### config.mk
export PLATFORM = sky130hd
export DESIGN_NAME = tributary_label_rdi_event_flags
export DESIGN_NICKNAME = d
export VERILOG_FILES = /design/src/tributary_flags_pkg.sv /design/src/trib_event_if.sv /design/src/tributary_overhead_tracker.sv /design/src/tributary_label_rdi_event_flags.sv
export SDC_FILE = /design/constraint.sdc
export NUM_CORES = 1
export LEC_CHECK = 0
export ABC_AREA = 1
export ABC_CLOCK_PERIOD_IN_PS = 2200
export BUFFER_PORTS_ARGS = -buffer_cell sky130_fd_sc_hd__buf_2
export CORE_MARGIN = 4
export CORE_UTILIZATION = 58
export DETAILED_ROUTE_END_ITERATION = 8
export PLACE_DENSITY = 0.85
export SLEW_MARGIN = 20
export SYNTH_ARGS = -nofsm -noshare
export SYNTH_HDL_FRONTEND = slang
export SYNTH_SLANG_ARGS = --single-unit
### constraint.sdc
create_clock -name clk -period 2.2 [get_ports clk]
set_input_delay 0.11 -clock clk [delete_from_list [all_inputs] [get_ports clk]]
set_output_delay 0.11 -clock clk [all_outputs]
set_load 0.01 [all_outputs]
### src/tributary_flags_pkg.sv
// Shared constants for the tributary event flag bank
package tributary_flags_pkg;

   // ------------------------------------------------------------
   // Sizes
   // ------------------------------------------------------------
   localparam int NUM_BANKS = 3;
   localparam int NUM_TRIBS = 7;
   localparam int NUM_KINDS = 4;
   localparam int LABEL_W = 3;
   localparam int ADDR_W = 12;
   localparam int DATA_W = 32;
   localparam int IDX_W = 10;

   // ------------------------------------------------------------
   // Register indices (byte address is four times the index)
   // ------------------------------------------------------------
   localparam logic [IDX_W-1:0] IDX_LABEL_CHANGE_FLAGS_A = 10'h138;
   localparam logic [IDX_W-1:0] IDX_LABEL_MISMATCH_FLAGS_A = 10'h139;
   localparam logic [IDX_W-1:0] IDX_LABEL_UNSTABLE_FLAGS_A = 10'h13A;
   localparam logic [IDX_W-1:0] IDX_REMOTE_DEFECT_FLAGS_A = 10'h13B;
   localparam logic [IDX_W-1:0] IDX_LABEL_CHANGE_FLAGS_B = 10'h238;
   localparam logic [IDX_W-1:0] IDX_LABEL_MISMATCH_FLAGS_B = 10'h239;
   localparam logic [IDX_W-1:0] IDX_LABEL_UNSTABLE_FLAGS_B = 10'h23A;
   localparam logic [IDX_W-1:0] IDX_REMOTE_DEFECT_FLAGS_B = 10'h23B;
   localparam logic [IDX_W-1:0] IDX_LABEL_CHANGE_FLAGS_C = 10'h338;
   localparam logic [IDX_W-1:0] IDX_LABEL_MISMATCH_FLAGS_C = 10'h339;
   localparam logic [IDX_W-1:0] IDX_LABEL_UNSTABLE_FLAGS_C = 10'h33A;
   localparam logic [IDX_W-1:0] IDX_REMOTE_DEFECT_FLAGS_C = 10'h33B;

   // Bank selector field of an index (banks a, b, c are 1, 2, 3)
   localparam int BANK_SEL_MSB = 9;
   localparam int BANK_SEL_LSB = 8;
   localparam logic [1:0] BANK_SEL_A = 2'h1;

   // Offsets inside a bank
   localparam logic [7:0] OFS_FLAGS_FIRST = 8'h38;
   localparam logic [7:0] OFS_CTRL = 8'hF0;
   localparam logic [7:0] OFS_ENABLE = 8'hF1;
   localparam logic [7:0] OFS_EXPECTED = 8'hF2;
   localparam logic [7:0] OFS_ACCEPTED = 8'hF3;

   // ------------------------------------------------------------
   // Field layouts
   // ------------------------------------------------------------
   localparam int RESERVED_BIT = 7;
   localparam int CTRL_TU3_BIT = 0;
   localparam int CTRL_EXT_LSB = 1;
   localparam int ENABLE_STRIDE = 8;
   localparam int TRIB_FIELD_W = 7;

   // ------------------------------------------------------------
   // Reset values
   // ------------------------------------------------------------
   localparam logic [7:0] FLAGS_RST = 8'h00;
   localparam logic [7:0] CTRL_RST = 8'h00;
   localparam logic [31:0] ENABLE_RST = 32'h0000_0000;
   localparam logic [20:0] EXPECTED_RST = 21'h00_0000;
   localparam logic [LABEL_W-1:0] LABEL_RST = 3'h0;

   // ------------------------------------------------------------
   // Timing
   // ------------------------------------------------------------
   localparam logic [2:0] ACCEPT_FRAMES = 3'h5;
   localparam logic [2:0] RUN_FIRST = 3'h1;

   // ------------------------------------------------------------
   // Enumerations
   // ------------------------------------------------------------
   typedef enum logic [1:0] {
      FLAG_CHANGE = 2'b00,
      FLAG_MISMATCH = 2'b01,
      FLAG_UNSTABLE = 2'b10,
      FLAG_REMOTE = 2'b11
   } flag_kind_e;

   typedef enum logic [1:0] {
      APB_IDLE = 2'b00,
      APB_ANSWER = 2'b01
   } apb_state_e;

endpackage

### src/trib_event_if.sv
// Carrier between the flag bank and one tributary tracker
`timescale 1ns/1ps
interface trib_event_if;
   logic tu3_mode;
   logic [6:0] ext_sel;
   logic [20:0] expected;
   logic [20:0] accepted;
   logic [6:0] label_change_ev;
   logic [6:0] label_mismatch_ev;
   logic [6:0] label_unstable_ev;
   logic [6:0] remote_defect_ev;

   modport ctl (
      output tu3_mode,
      output ext_sel,
      output expected,
      input accepted,
      input label_change_ev,
      input label_mismatch_ev,
      input label_unstable_ev,
      input remote_defect_ev
   );

   modport trib (
      input tu3_mode,
      input ext_sel,
      input expected,
      output accepted,
      output label_change_ev,
      output label_mismatch_ev,
      output label_unstable_ev,
      output remote_defect_ev
   );
endinterface

### src/tributary_overhead_tracker.sv
// Label acceptance, mismatch, stability and remote defect tracking for seven tributaries
`timescale 1ns/1ps
module tributary_overhead_tracker (
   input wire logic clk,
   input wire logic arst_n,
   input wire logic [6:0] label_strobe,
   input wire logic [6:0][2:0] label_rx,
   input wire logic [6:0] v5_rdi,
   input wire logic [6:0][2:0] z7_code,
   trib_event_if.trib bus
);
   genvar t;
   generate
      for (t = 0; t < tributary_flags_pkg::NUM_TRIBS; t++) begin : g_trib
         logic [2:0] last_r;
         logic [2:0] run_r;
         logic [2:0] acc_r;
         logic unst_r;
         logic mism_r;
         logic [2:0] rdi_r;
         logic [2:0] run_nxt;
         logic same;
         logic accept;
         logic unst_nxt;
         logic mism_now;
         logic [2:0] rdi_now;
         logic chg_ev_r;
         logic mism_ev_r;
         logic unst_ev_r;
         logic rdi_ev_r;

         // Run length of identical received labels
         assign same = label_rx[t] == last_r;
         assign run_nxt = !same ? tributary_flags_pkg::RUN_FIRST :
                          (run_r == tributary_flags_pkg::ACCEPT_FRAMES) ? run_r : 3'(run_r + 3'h1);
         assign accept = label_strobe[t] && run_nxt == tributary_flags_pkg::ACCEPT_FRAMES;
         // Unstable while a differing label has not yet been accepted
         assign unst_nxt = !label_strobe[t] ? unst_r : accept ? 1'b0 : (label_rx[t] != acc_r) ? 1'b1 : unst_r;
         assign mism_now = acc_r != bus.expected[3*t +: 3];
         assign rdi_now = bus.ext_sel[t] ? z7_code[t] : {2'h0, v5_rdi[t]};

         // Per-tributary state
         always_ff @(posedge clk or negedge arst_n) begin
            if (!arst_n) begin
               last_r <= tributary_flags_pkg::LABEL_RST;
               run_r <= 3'h0;
               acc_r <= tributary_flags_pkg::LABEL_RST;
               unst_r <= 1'b0;
            end else if (label_strobe[t]) begin
               last_r <= label_rx[t];
               run_r <= run_nxt;
               unst_r <= unst_nxt;
               if (accept) begin
                  acc_r <= label_rx[t];
               end
            end
         end

         // Change detectors, one-cycle event pulses
         always_ff @(posedge clk or negedge arst_n) begin
            if (!arst_n) begin
               mism_r <= 1'b0;
               rdi_r <= 3'h0;
               chg_ev_r <= 1'b0;
               mism_ev_r <= 1'b0;
               unst_ev_r <= 1'b0;
               rdi_ev_r <= 1'b0;
            end else begin
               mism_r <= mism_now;
               rdi_r <= rdi_now;
               chg_ev_r <= accept && label_rx[t] != acc_r;
               mism_ev_r <= mism_now != mism_r;
               unst_ev_r <= unst_nxt != unst_r;
               rdi_ev_r <= rdi_now != rdi_r;
            end
         end

         assign bus.accepted[3*t +: 3] = acc_r;
         assign bus.label_change_ev[t] = chg_ev_r;
         assign bus.label_mismatch_ev[t] = mism_ev_r;
         assign bus.label_unstable_ev[t] = unst_ev_r;
         assign bus.remote_defect_ev[t] = rdi_ev_r;
      end
   endgenerate
endmodule

### src/tributary_label_rdi_event_flags.sv
// Tributary label and remote defect event flag banks with APB access and interrupt
`timescale 1ns/1ps
module tributary_label_rdi_event_flags (
   input wire logic clk,
   input wire logic arst_n,
   input wire logic psel,
   input wire logic penable,
   input wire logic pwrite,
   input wire logic [11:0] paddr,
   input wire logic [31:0] pwdata,
   input wire logic [3:0] pstrb,
   output logic [31:0] prdata,
   output logic pready,
   output logic pslverr,
   output logic irq,
   input wire logic [2:0][6:0] label_strobe,
   input wire logic [2:0][6:0][2:0] label_rx,
   input wire logic [2:0][6:0] v5_rdi,
   input wire logic [2:0][6:0][2:0] z7_code
);

   // ------------------------------------------------------------
   // Register map, word index within a bank
   // ------------------------------------------------------------
   // Banks at 0x100, 0x200 and 0x300
   // 0x38 change flags, bit 7 reserved
   // 0x39 mismatch flags
   // 0x3A unstable flags
   // 0x3B remote defect flags
   // 0xF0 bit 0 single stream, 7:1 code select
   // 0xF1 enables, a byte lane per kind
   // 0xF2 expected labels, 3 bits each
   // 0xF3 accepted labels, read only
   // Other indices refused with pslverr
   // Unused upper bits read zero
   // Flags clear on read or a written one
   // Set wins over a same-cycle clear

   // ------------------------------------------------------------
   // Helper functions
   // ------------------------------------------------------------

   // Visible tributary bits of a flag kind, zeroed above bit 0 in TU3 mode
   // Unstable flags stay live for all
   function automatic logic [6:0] tu3_view(input logic [6:0] bits, input logic tu3, input logic [1:0] kind);
      logic keep_all;
      keep_all = !tu3 || kind == tributary_flags_pkg::FLAG_UNSTABLE;
      tu3_view = keep_all ? bits : {6'h00, bits[0]};
   endfunction

   // Byte-lane merge of a write into a stored word
   // Lanes without a strobe keep old bytes
   function automatic logic [31:0] lane_merge(input logic [31:0] old, input logic [31:0] wd, input logic [3:0] strb);
      logic [31:0] res;
      res = old;
      for (int i = 0; i < 4; i++) begin
         if (strb[i]) begin
            res[8*i +: 8] = wd[8*i +: 8];
         end
      end
      lane_merge = res;
   endfunction

   // ------------------------------------------------------------
   // Storage
   // ------------------------------------------------------------
   // Flags, settings, events and read path,
   // indexed by bank; flags and events then by flag kind
   logic [7:0] flags_r [tributary_flags_pkg::NUM_BANKS][tributary_flags_pkg::NUM_KINDS];
   logic [7:0] flags_nxt [tributary_flags_pkg::NUM_BANKS][tributary_flags_pkg::NUM_KINDS];

   logic [7:0] ctrl_r [tributary_flags_pkg::NUM_BANKS];
   logic [31:0] enable_r [tributary_flags_pkg::NUM_BANKS];
   logic [20:0] expected_r [tributary_flags_pkg::NUM_BANKS];

   logic [6:0] ev_set [tributary_flags_pkg::NUM_BANKS][tributary_flags_pkg::NUM_KINDS];
   logic [6:0] vis [tributary_flags_pkg::NUM_BANKS][tributary_flags_pkg::NUM_KINDS];
   logic [6:0] pend [tributary_flags_pkg::NUM_BANKS][tributary_flags_pkg::NUM_KINDS];

   logic [31:0] bank_rd [tributary_flags_pkg::NUM_BANKS];
   logic bank_hit [tributary_flags_pkg::NUM_BANKS];

   // Answer state and output flops
   tributary_flags_pkg::apb_state_e state_r;
   logic [31:0] prdata_r;
   logic pready_r;
   logic pslverr_r;
   logic irq_r;

   // One carrier per bank to its tracker
   trib_event_if bank_if [tributary_flags_pkg::NUM_BANKS] ();

   // ------------------------------------------------------------
   // Address decode
   // ------------------------------------------------------------
   logic [9:0] idx;
   logic [1:0] bank_sel;
   logic [7:0] ofs;
   logic is_flag_reg;
   logic [1:0] flag_kind;

   logic rd_hit;
   logic [31:0] rd_data;

   logic access_start;
   logic access_done;
   logic wr_fire;
   logic rd_fire;

   // Word index split into bank and offset;
   // address bits 1:0 are ignored
   assign idx = paddr[11:2];
   assign bank_sel = idx[tributary_flags_pkg::BANK_SEL_MSB:tributary_flags_pkg::BANK_SEL_LSB];
   assign ofs = idx[7:0];
   assign is_flag_reg = ofs[7:2] == tributary_flags_pkg::OFS_FLAGS_FIRST[7:2];
   assign flag_kind = ofs[1:0];

   // Read mux across banks; an unselected
   // bank gives zero, so an OR merges them
   assign rd_data = bank_rd[0] | bank_rd[1] | bank_rd[2];
   assign rd_hit = bank_hit[0] || bank_hit[1] || bank_hit[2];

   // Transfer phases: the first access cycle
   // captures, the second answers and commits
   assign access_start = psel && penable && state_r == tributary_flags_pkg::APB_IDLE;
   assign access_done = psel && penable && state_r == tributary_flags_pkg::APB_ANSWER;
   assign wr_fire = access_done && pwrite && !pslverr_r;
   assign rd_fire = access_done && !pwrite && !pslverr_r;

   // ------------------------------------------------------------
   // Per-bank logic
   // ------------------------------------------------------------
   // Three banks, each with its own tracker
   genvar b, k;
   generate
      for (b = 0; b < tributary_flags_pkg::NUM_BANKS; b++) begin : g_bank
         logic sel;
         logic [31:0] ctrl_word;
         logic [31:0] enable_word;
         logic [31:0] expected_word;
         logic [31:0] accepted_word;
         logic [31:0] flag_word;
         logic ofs_known;

         // This bank answers its own index block
         assign sel = bank_sel == 2'(b + tributary_flags_pkg::BANK_SEL_A);

         // Settings handed to the tracker
         assign bank_if[b].tu3_mode = ctrl_r[b][tributary_flags_pkg::CTRL_TU3_BIT];
         assign bank_if[b].ext_sel = ctrl_r[b][tributary_flags_pkg::CTRL_EXT_LSB +: 7];
         assign bank_if[b].expected = expected_r[b];

         // Event inputs per flag kind,
         // one-cycle pulses from the tracker
         assign ev_set[b][tributary_flags_pkg::FLAG_CHANGE] = bank_if[b].label_change_ev;
         assign ev_set[b][tributary_flags_pkg::FLAG_MISMATCH] = bank_if[b].label_mismatch_ev;
         assign ev_set[b][tributary_flags_pkg::FLAG_UNSTABLE] = bank_if[b].label_unstable_ev;
         assign ev_set[b][tributary_flags_pkg::FLAG_REMOTE] = bank_if[b].remote_defect_ev;

         // Label and defect tracking
         tributary_overhead_tracker u_tracker (
            .clk(clk),
            .arst_n(arst_n),
            .label_strobe(label_strobe[b]),
            .label_rx(label_rx[b]),
            .v5_rdi(v5_rdi[b]),
            .z7_code(z7_code[b]),
            .bus(bank_if[b])
         );

         // Read views of the bank registers;
         // labels are three bits per tributary
         assign ctrl_word = {24'h00_0000, ctrl_r[b]};
         assign enable_word = enable_r[b];
         assign expected_word = {11'h000, expected_r[b]};
         assign accepted_word = {11'h000, bank_if[b].accepted};
         // Single stream mode hides bits 1 to 6, except in the unstable flags
         assign flag_word = {24'h00_0000, flags_r[b][flag_kind][tributary_flags_pkg::RESERVED_BIT],
                             vis[b][flag_kind]};
         assign ofs_known = is_flag_reg || ofs == tributary_flags_pkg::OFS_CTRL ||
                            ofs == tributary_flags_pkg::OFS_ENABLE || ofs == tributary_flags_pkg::OFS_EXPECTED ||
                            ofs == tributary_flags_pkg::OFS_ACCEPTED;
         assign bank_hit[b] = sel && ofs_known;
         assign bank_rd[b] = !sel ? 32'h0000_0000 :
                             is_flag_reg ? flag_word :
                             ofs == tributary_flags_pkg::OFS_CTRL ? ctrl_word :
                             ofs == tributary_flags_pkg::OFS_ENABLE ? enable_word :
                             ofs == tributary_flags_pkg::OFS_EXPECTED ? expected_word :
                             ofs == tributary_flags_pkg::OFS_ACCEPTED ? accepted_word : 32'h0000_0000;

         // One flag register per kind
         for (k = 0; k < tributary_flags_pkg::NUM_KINDS; k++) begin : g_kind
            logic hit;
            logic [6:0] set;
            logic [6:0] clr;
            logic [6:0] en;

            assign hit = sel && is_flag_reg && flag_kind == 2'(k);
            // Events are recorded whatever the enables say
            assign set = tu3_view(ev_set[b][k], bank_if[b].tu3_mode, 2'(k));
            // Read clears exactly what was returned; a one written also clears
            // An event between capture and answer was not
            // returned, so it stays for the next read
            assign clr = (rd_fire && hit) ? prdata_r[6:0] :
                         (wr_fire && hit && pstrb[0]) ? pwdata[6:0] : 7'h00;
            // Set wins over a clear in the same cycle
            assign flags_nxt[b][k][6:0] = (flags_r[b][k][6:0] & ~clr) | set;
            if (k == tributary_flags_pkg::FLAG_CHANGE) begin : g_rsvd
               // Reserved read-write bit, expected to stay zero
               assign flags_nxt[b][k][tributary_flags_pkg::RESERVED_BIT] = (wr_fire && hit && pstrb[0]) ?
                  pwdata[tributary_flags_pkg::RESERVED_BIT] : flags_r[b][k][tributary_flags_pkg::RESERVED_BIT];
            end else begin : g_unused
               // Other kinds have no bit 7
               assign flags_nxt[b][k][tributary_flags_pkg::RESERVED_BIT] = 1'b0;
            end

            // Bits shown in the current mode, and
            // the enabled ones among them
            assign vis[b][k] = tu3_view(flags_r[b][k][6:0], bank_if[b].tu3_mode, 2'(k));
            assign en = enable_r[b][k*tributary_flags_pkg::ENABLE_STRIDE +: tributary_flags_pkg::TRIB_FIELD_W];
            assign pend[b][k] = vis[b][k] & en;

            // Flag storage; reset clears
            // every flag and the reserved bit
            always_ff @(posedge clk or negedge arst_n) begin
               if (!arst_n) begin
                  flags_r[b][k] <= tributary_flags_pkg::FLAGS_RST;
               end else begin
                  flags_r[b][k] <= flags_nxt[b][k];
               end
            end
         end

         // Configuration registers; bit 7 of
         // each enable lane is dropped, reads zero
         always_ff @(posedge clk or negedge arst_n) begin
            if (!arst_n) begin
               ctrl_r[b] <= tributary_flags_pkg::CTRL_RST;
               enable_r[b] <= tributary_flags_pkg::ENABLE_RST;
               expected_r[b] <= tributary_flags_pkg::EXPECTED_RST;
            end else if (wr_fire && sel) begin
               if (ofs == tributary_flags_pkg::OFS_CTRL && pstrb[0]) begin
                  ctrl_r[b] <= pwdata[7:0];
               end
               if (ofs == tributary_flags_pkg::OFS_ENABLE) begin
                  enable_r[b] <= lane_merge(enable_r[b], pwdata, pstrb) & 32'h7F7F_7F7F;
               end
               if (ofs == tributary_flags_pkg::OFS_EXPECTED) begin
                  expected_r[b] <= 21'(lane_merge(expected_word, pwdata, pstrb));
               end
            end
         end
      end
   endgenerate

   // ------------------------------------------------------------
   // Interrupt
   // ------------------------------------------------------------
   logic irq_nxt;

   // Any enabled, visible flag in any bank;
   // a set bit in a masked lane is ignored
   always_comb begin
      irq_nxt = 1'b0;
      for (int i = 0; i < tributary_flags_pkg::NUM_BANKS; i++) begin
         for (int j = 0; j < tributary_flags_pkg::NUM_KINDS; j++) begin
            irq_nxt = irq_nxt || (|pend[i][j]);
         end
      end
   end

   // Registered interrupt level: follows a
   // flag or enable a cycle late and drops
   // a cycle after the last enabled clear
   always_ff @(posedge clk or negedge arst_n) begin
      if (!arst_n) begin
         irq_r <= 1'b0;
      end else begin
         irq_r <= irq_nxt;
      end
   end

   // ------------------------------------------------------------
   // APB slave: one wait state, then answer
   // ------------------------------------------------------------
   // The first access cycle captures data
   // and error, keeping prdata a flop; the
   // second answers. Writes and clears act
   // on that edge only; refusals are inert.
   always_ff @(posedge clk or negedge arst_n) begin
      if (!arst_n) begin
         state_r <= tributary_flags_pkg::APB_IDLE;
         prdata_r <= 32'h0000_0000;
         pready_r <= 1'b0;
         pslverr_r <= 1'b0;
      end else begin
         case (state_r)
            tributary_flags_pkg::APB_IDLE: begin
               if (access_start) begin
                  state_r <= tributary_flags_pkg::APB_ANSWER;
                  prdata_r <= pwrite ? 32'h0000_0000 : rd_data;
                  pready_r <= 1'b1;
                  pslverr_r <= !rd_hit;
               end
            end
            tributary_flags_pkg::APB_ANSWER: begin
               state_r <= tributary_flags_pkg::APB_IDLE;
               pready_r <= 1'b0;
               pslverr_r <= 1'b0;
            end
            default: begin
               state_r <= tributary_flags_pkg::APB_IDLE;
               pready_r <= 1'b0;
               pslverr_r <= 1'b0;
            end
         endcase
      end
   end

   // Ports straight from the answer flops
   assign prdata = prdata_r;
   assign pready = pready_r;
   assign pslverr = pslverr_r;
   assign irq = irq_r;

endmodule

==> run_summary.xml <==
<?xml version="1.0" encoding="UTF-8"?>
<metrics>
  <group name="critical_path">
    <metric name="critical_path.reg2reg.endpoint" unit="">g_bank[2].u_tracker.g_trib[0].acc_r[1]</metric>
    <metric name="timing.critical_path.required" unit="ns">2.66</metric>
    <metric name="regToRegStartpoint" unit="">g_bank[2].u_tracker.g_trib[0].run_r[1]</metric>
    <metric name="critPathMaxFanout" unit="">9</metric>
    <metric name="timing.critical_path.to_type" unit="">flip-flop</metric>
    <metric name="reg2reg_depth" unit="">8</metric>
    <metric name="rrSetupSlack" unit="ns">-0.03</metric>
    <metric name="cp-start-kind" unit="">flip-flop</metric>
    <metric name="cp.arrival" unit="ns">2.69</metric>
    <metric name="worst-setup-path-type" unit="">flip-flop to flip-flop</metric>
  </group>
  <group name="global_routing">
    <metric name="first_pass_grt_wire_length" unit="um">183000</metric>
    <metric name="grt_overflow" unit="">0</metric>
    <metric name="vias_in_the_first_global_route" unit="">31900</metric>
    <metric name="grt_start_max_net_pins" unit="">88</metric>
    <metric name="grt_antenna_before_repair" unit="">12</metric>
    <metric name="grt.total_usage" unit="%">39.0</metric>
  </group>
  <group name="timing">
    <metric name="post-route-period-util" unit="%">101</metric>
    <metric name="slew_violations" unit="">0</metric>
    <metric name="max_clock_freq" unit="MHz">448</metric>
    <metric name="final_hold_viol_count" unit="">0</metric>
    <metric name="timing_worst_slew_pin_value" unit="ns">0.938</metric>
    <metric name="clock_skew" unit="ns">0.0278</metric>
    <metric name="finalWorstSetupSlack" unit="ns">-0.0320</metric>
    <metric name="setup_violations" unit="">1</metric>
    <metric name="timing.max_slew.rel_slack" unit="%">37.5</metric>
    <metric name="period_needed" unit="ns">2.23</metric>
    <metric name="timing.hold.ws" unit="ns">0.0263</metric>
  </group>
  <group name="synth">
    <metric name="ys_ff_latch" unit="">669</metric>
    <metric name="netlist-cell-type-count" unit="">50</metric>
    <metric name="synth.area.top_cells" unit="">sky130_fd_sc_hd__dfrtp_1 50%, sky130_fd_sc_hd__nand2_1 13%, sky130_fd_sc_hd__o21ai_0 6.3%</metric>
    <metric name="syn_avg_cell_area" unit="um2">8.43</metric>
    <metric name="share_of_the_yosys_chip_area_belonging_to_registers" unit="%">50.2</metric>
    <metric name="yosys.cell_count.top_type" unit="">sky130_fd_sc_hd__nand2_1</metric>
    <metric name="share_of_yosys_cell_area_claimed_by_the_top_area_cell_type" unit="%">50.2</metric>
    <metric name="yosysWarningCount" unit="">0</metric>
    <metric name="number_of_enable_flip_flop_cells_after_synthesis" unit="">0</metric>
    <metric name="yosys.area.top_type" unit="">sky130_fd_sc_hd__dfrtp_1</metric>
    <metric name="ys_dominant_reg_cell" unit="">sky130_fd_sc_hd__dfrtp_1</metric>
    <metric name="synth_commonest_cells" unit="">1193 x sky130_fd_sc_hd__nand2_1, 669 x sky130_fd_sc_hd__dfrtp_1, 417 x sky130_fd_sc_hd__o21ai_0</metric>
    <metric name="synthArstFlopShare" unit="%">100</metric>
    <metric name="mappedNetlistArea" unit="mm2">0.0333</metric>
    <metric name="synthesis.instances" unit="">3954</metric>
  </group>
  <group name="floorplan">
    <metric name="die_y" unit="um">248</metric>
    <metric name="floorplan.io_pins" unit="">256</metric>
    <metric name="std_cell_rows" unit="">87</metric>
    <metric name="floorplan.core_area" unit="mm2">0.0566</metric>
    <metric name="start_util" unit="%">58.9</metric>
    <metric name="die-area" unit="mm2">0.0614</metric>
    <metric name="dieWidth" unit="um">248</metric>
  </group>
  <group name="final_layout">
    <metric name="finished_layout_cell_area" unit="mm2">0.0411</metric>
    <metric name="nets" unit="">4797</metric>
    <metric name="post_synthesis_to_final_layout_area_growth" unit="%">23.4</metric>
    <metric name="layout-drive-gt1-share" unit="%">13.5</metric>
  </group>
  <group name="clock_network">
    <metric name="cts_made_buffers" unit="">71</metric>
    <metric name="clkLatencyLatePin" unit="ns">0.63</metric>
    <metric name="cts.path.max_buffers" unit="">3</metric>
    <metric name="clock_slew_seen_by_the_registers_of_the_worst_setup_and_hold_paths" unit="ns">0.07</metric>
    <metric name="clock_sink_count" unit="">669</metric>
    <metric name="clk_root_buffer_cell" unit="">sky130_fd_sc_hd__clkbuf_16</metric>
    <metric name="htree_levels" unit="">3</metric>
    <metric name="cts_tree" unit="">done</metric>
  </group>
  <group name="worst_hold_path">
    <metric name="hold_path_class" unit="">input port to async pin</metric>
  </group>
  <group name="route">
    <metric name="drtPass1Iterations" unit="">7</metric>
    <metric name="totalWireLength" unit="um">121000</metric>
    <metric name="ant_nets" unit="">0</metric>
    <metric name="post_drt_via_cell_ratio" unit="">6.00</metric>
    <metric name="drc" unit="">0</metric>
    <metric name="drt_first_iter_violations" unit="">3923</metric>
    <metric name="dr_total_vias" unit="">32100</metric>
    <metric name="avgRoutedWirePerCell" unit="um">22.6</metric>
  </group>
  <group name="flow_run">
    <metric name="maxCapViolCount" unit="">0</metric>
  </group>
  <group name="placed_design">
    <metric name="buffer_ports.inserted" unit="">249</metric>
    <metric name="gp_routability_congestion" unit="">1.10</metric>
    <metric name="placedInstanceArea" unit="mm2">0.0362</metric>
    <metric name="detailed_place_hpwl" unit="um">78700</metric>
  </group>
  <group name="pwr">
    <metric name="static-leakage-power" unit="nW">19.8</metric>
    <metric name="pwr_density_cell" unit="mW/mm2">755</metric>
    <metric name="worst_vdd_ir" unit="mV">0.554</metric>
  </group>
  <group name="outcome">
    <metric name="status" unit="">finished with violations</metric>
    <metric name="failed_checks" unit="">setup timing</metric>
  </group>
</metrics>
==> power breakdown <==
group	internal (mW)	switching [mW]	total, mW	leakage [nW]
Combinational	1.73	2.28	4.00	10.8
Sequential	13.2	0.984	14.1	7.80
Clock	7.64	5.28	12.9	1.22
Total	22.5	8.54	31.1	19.8
==> registers in the layout, summed over array words and instances (netlist names), 30 cells and up <==
name	flops
g_bank.u_tracker.g_trib.acc_r	63
bank_if.expected	63
prdata	30
g_bank.enable_word	84
flags_r	87
g_bank.u_tracker.g_trib.rdi_r	63
g_bank.u_tracker.g_trib.last_r	63
g_bank.u_tracker.g_trib.run_r	63
==> layer usage <==
layer / GRT usage (%) / vias up / routed length, um
li1: - / 13900 / -
met1: 48.1 / 15200 / 42300
met2: 60.8 / 2375 / 54300
met3: 10.3 / 679 / 14500
met4: 26.3 / 6 / 9800
met5: 0 / - / 39
==> worst max path at each step <==
| stage | from | to |
|---|---|---|
| floorplan | state_r[0] | flags_r[0] |
| global placement | pslverr | flags_r[12] |
| detailed placement | state_r[0] | bank_if[0].expected[1] |
| CTS | state_r[0] | flags_r[0] |
| global route | g_bank[2].u_tracker.g_trib[0].run_r[1] | g_bank[2].u_tracker.g_trib[0].acc_r[1] |
| finish | g_bank[2].u_tracker.g_trib[0].run_r[1] | g_bank[2].u_tracker.g_trib[0].acc_r[1] |
==> layout by cell type (no fill, tap or decap), types with 14 or more instances in the layout <==
cell                            netlist  final
sky130_fd_sc_hd__ha_1                42     42
sky130_fd_sc_hd__nor2_1             133    126
sky130_fd_sc_hd__mux2_2              16     16
sky130_fd_sc_hd__buf_12               0     21
sky130_fd_sc_hd__nor2_4              16     19
sky130_fd_sc_hd__nand2_1           1193   1190
sky130_fd_sc_hd__dlygate4sd3_1        0    226
sky130_fd_sc_hd__or2_2               24     24
sky130_fd_sc_hd__inv_1              399    399
sky130_fd_sc_hd__a21oi_1             86     86
sky130_fd_sc_hd__buf_2               39    248
sky130_fd_sc_hd__xnor2_1            153    153
sky130_fd_sc_hd__o21ai_0            417    416
sky130_fd_sc_hd__clkbuf_16            0     75
sky130_fd_sc_hd__clkinv_1            16     16
sky130_fd_sc_hd__o211ai_1            14     14
sky130_fd_sc_hd__inv_2               18     18
sky130_fd_sc_hd__nand3_1            205    204
sky130_fd_sc_hd__buf_4                8    102
sky130_fd_sc_hd__nand4_1             50     50
sky130_fd_sc_hd__nor2_2              28     32
sky130_fd_sc_hd__o22ai_1             21     21
sky130_fd_sc_hd__nand3b_1            30     30
sky130_fd_sc_hd__nor3_1              28     28
sky130_fd_sc_hd__dfrtp_1            669    669
sky130_fd_sc_hd__o21ai_1             22     23
sky130_fd_sc_hd__a31o_1              25     25
sky130_fd_sc_hd__xor2_1             155    155
==> logic make-up (layout without fill, tap and decap cells) <==
logic type	count (synthesis)	count (layout)	synth area share, %
muxes	27	27	0.901
AOI/OAI and AO/OA	645	645	10.7
DFF	669	669	50.2
other	1	12	0.0113
and+or+nand+nor	1734	1735	22.3
xor gates and xnor gates	308	308	8.09
buffers and inverters	528	1160	6.21
adders and majority gates	42	42	1.58
==> final cells by class <==
| cell class | instances | area (um2) |
|---|---|---|
| fill | 3776 | 15500 |
| clock buffer | 99 | 2100 |
| tap | 756 | 946 |
| antenna | 10 | 25.0 |
| inverter | 433 | 1630 |
| timing repair buffer | 600 | 4730 |
| multi-input combinational | 2759 | 14600 |
| sequential | 669 | 16700 |
| clock inverter | 28 | 379 |
==> critical path: stages (launching register included) <==
cell and delay (ns):
sky130_fd_sc_hd__dfrtp_1 0.40, sky130_fd_sc_hd__inv_1 0.10, sky130_fd_sc_hd__ha_1 0.23, sky130_fd_sc_hd__nand3b_1 0.15
sky130_fd_sc_hd__o21ai_0 0.11, sky130_fd_sc_hd__nor3_1 0.44, sky130_fd_sc_hd__nand3_2 0.28, sky130_fd_sc_hd__nand2_1 0.19
sky130_fd_sc_hd__o21ai_0 0.16
==> metrics by stage <==
stage / TNS, ns / cells / util [%] / power, mW / worst slack, ns
final: -0.0320 / 5354 / 72.7 / 31.1 / -0.0320
after global routing: -0.0884 / 5350 / 72.6 / 32.0 / -0.0884
after CTS: 0 / 5338 / 72.4 / 30.7 / 0.0113
after detailed placement: 0 / 4984 / 64.0 / 17.7 / 0.0230
after global placement: 0 / 4984 / 64.0 / 17.5 / 0.152
after floorplan: 0 / 3955 / - / 16.1 / 0.422
==> timing repair <==
| action | in CTS | in global routing |
|---|---|---|
| hold buffers | 227 | 0 |
| gates cloned | 0 | 1 |
| setup endpoints to repair | 3 | 89 |
| pin swaps | 0 | 1 |
| resized for setup | 2 | 17 |
| hold endpoints to repair | 837 | 0 |
| setup buffers | 0 | 5 |
Power figures use the tool's default switching activity.
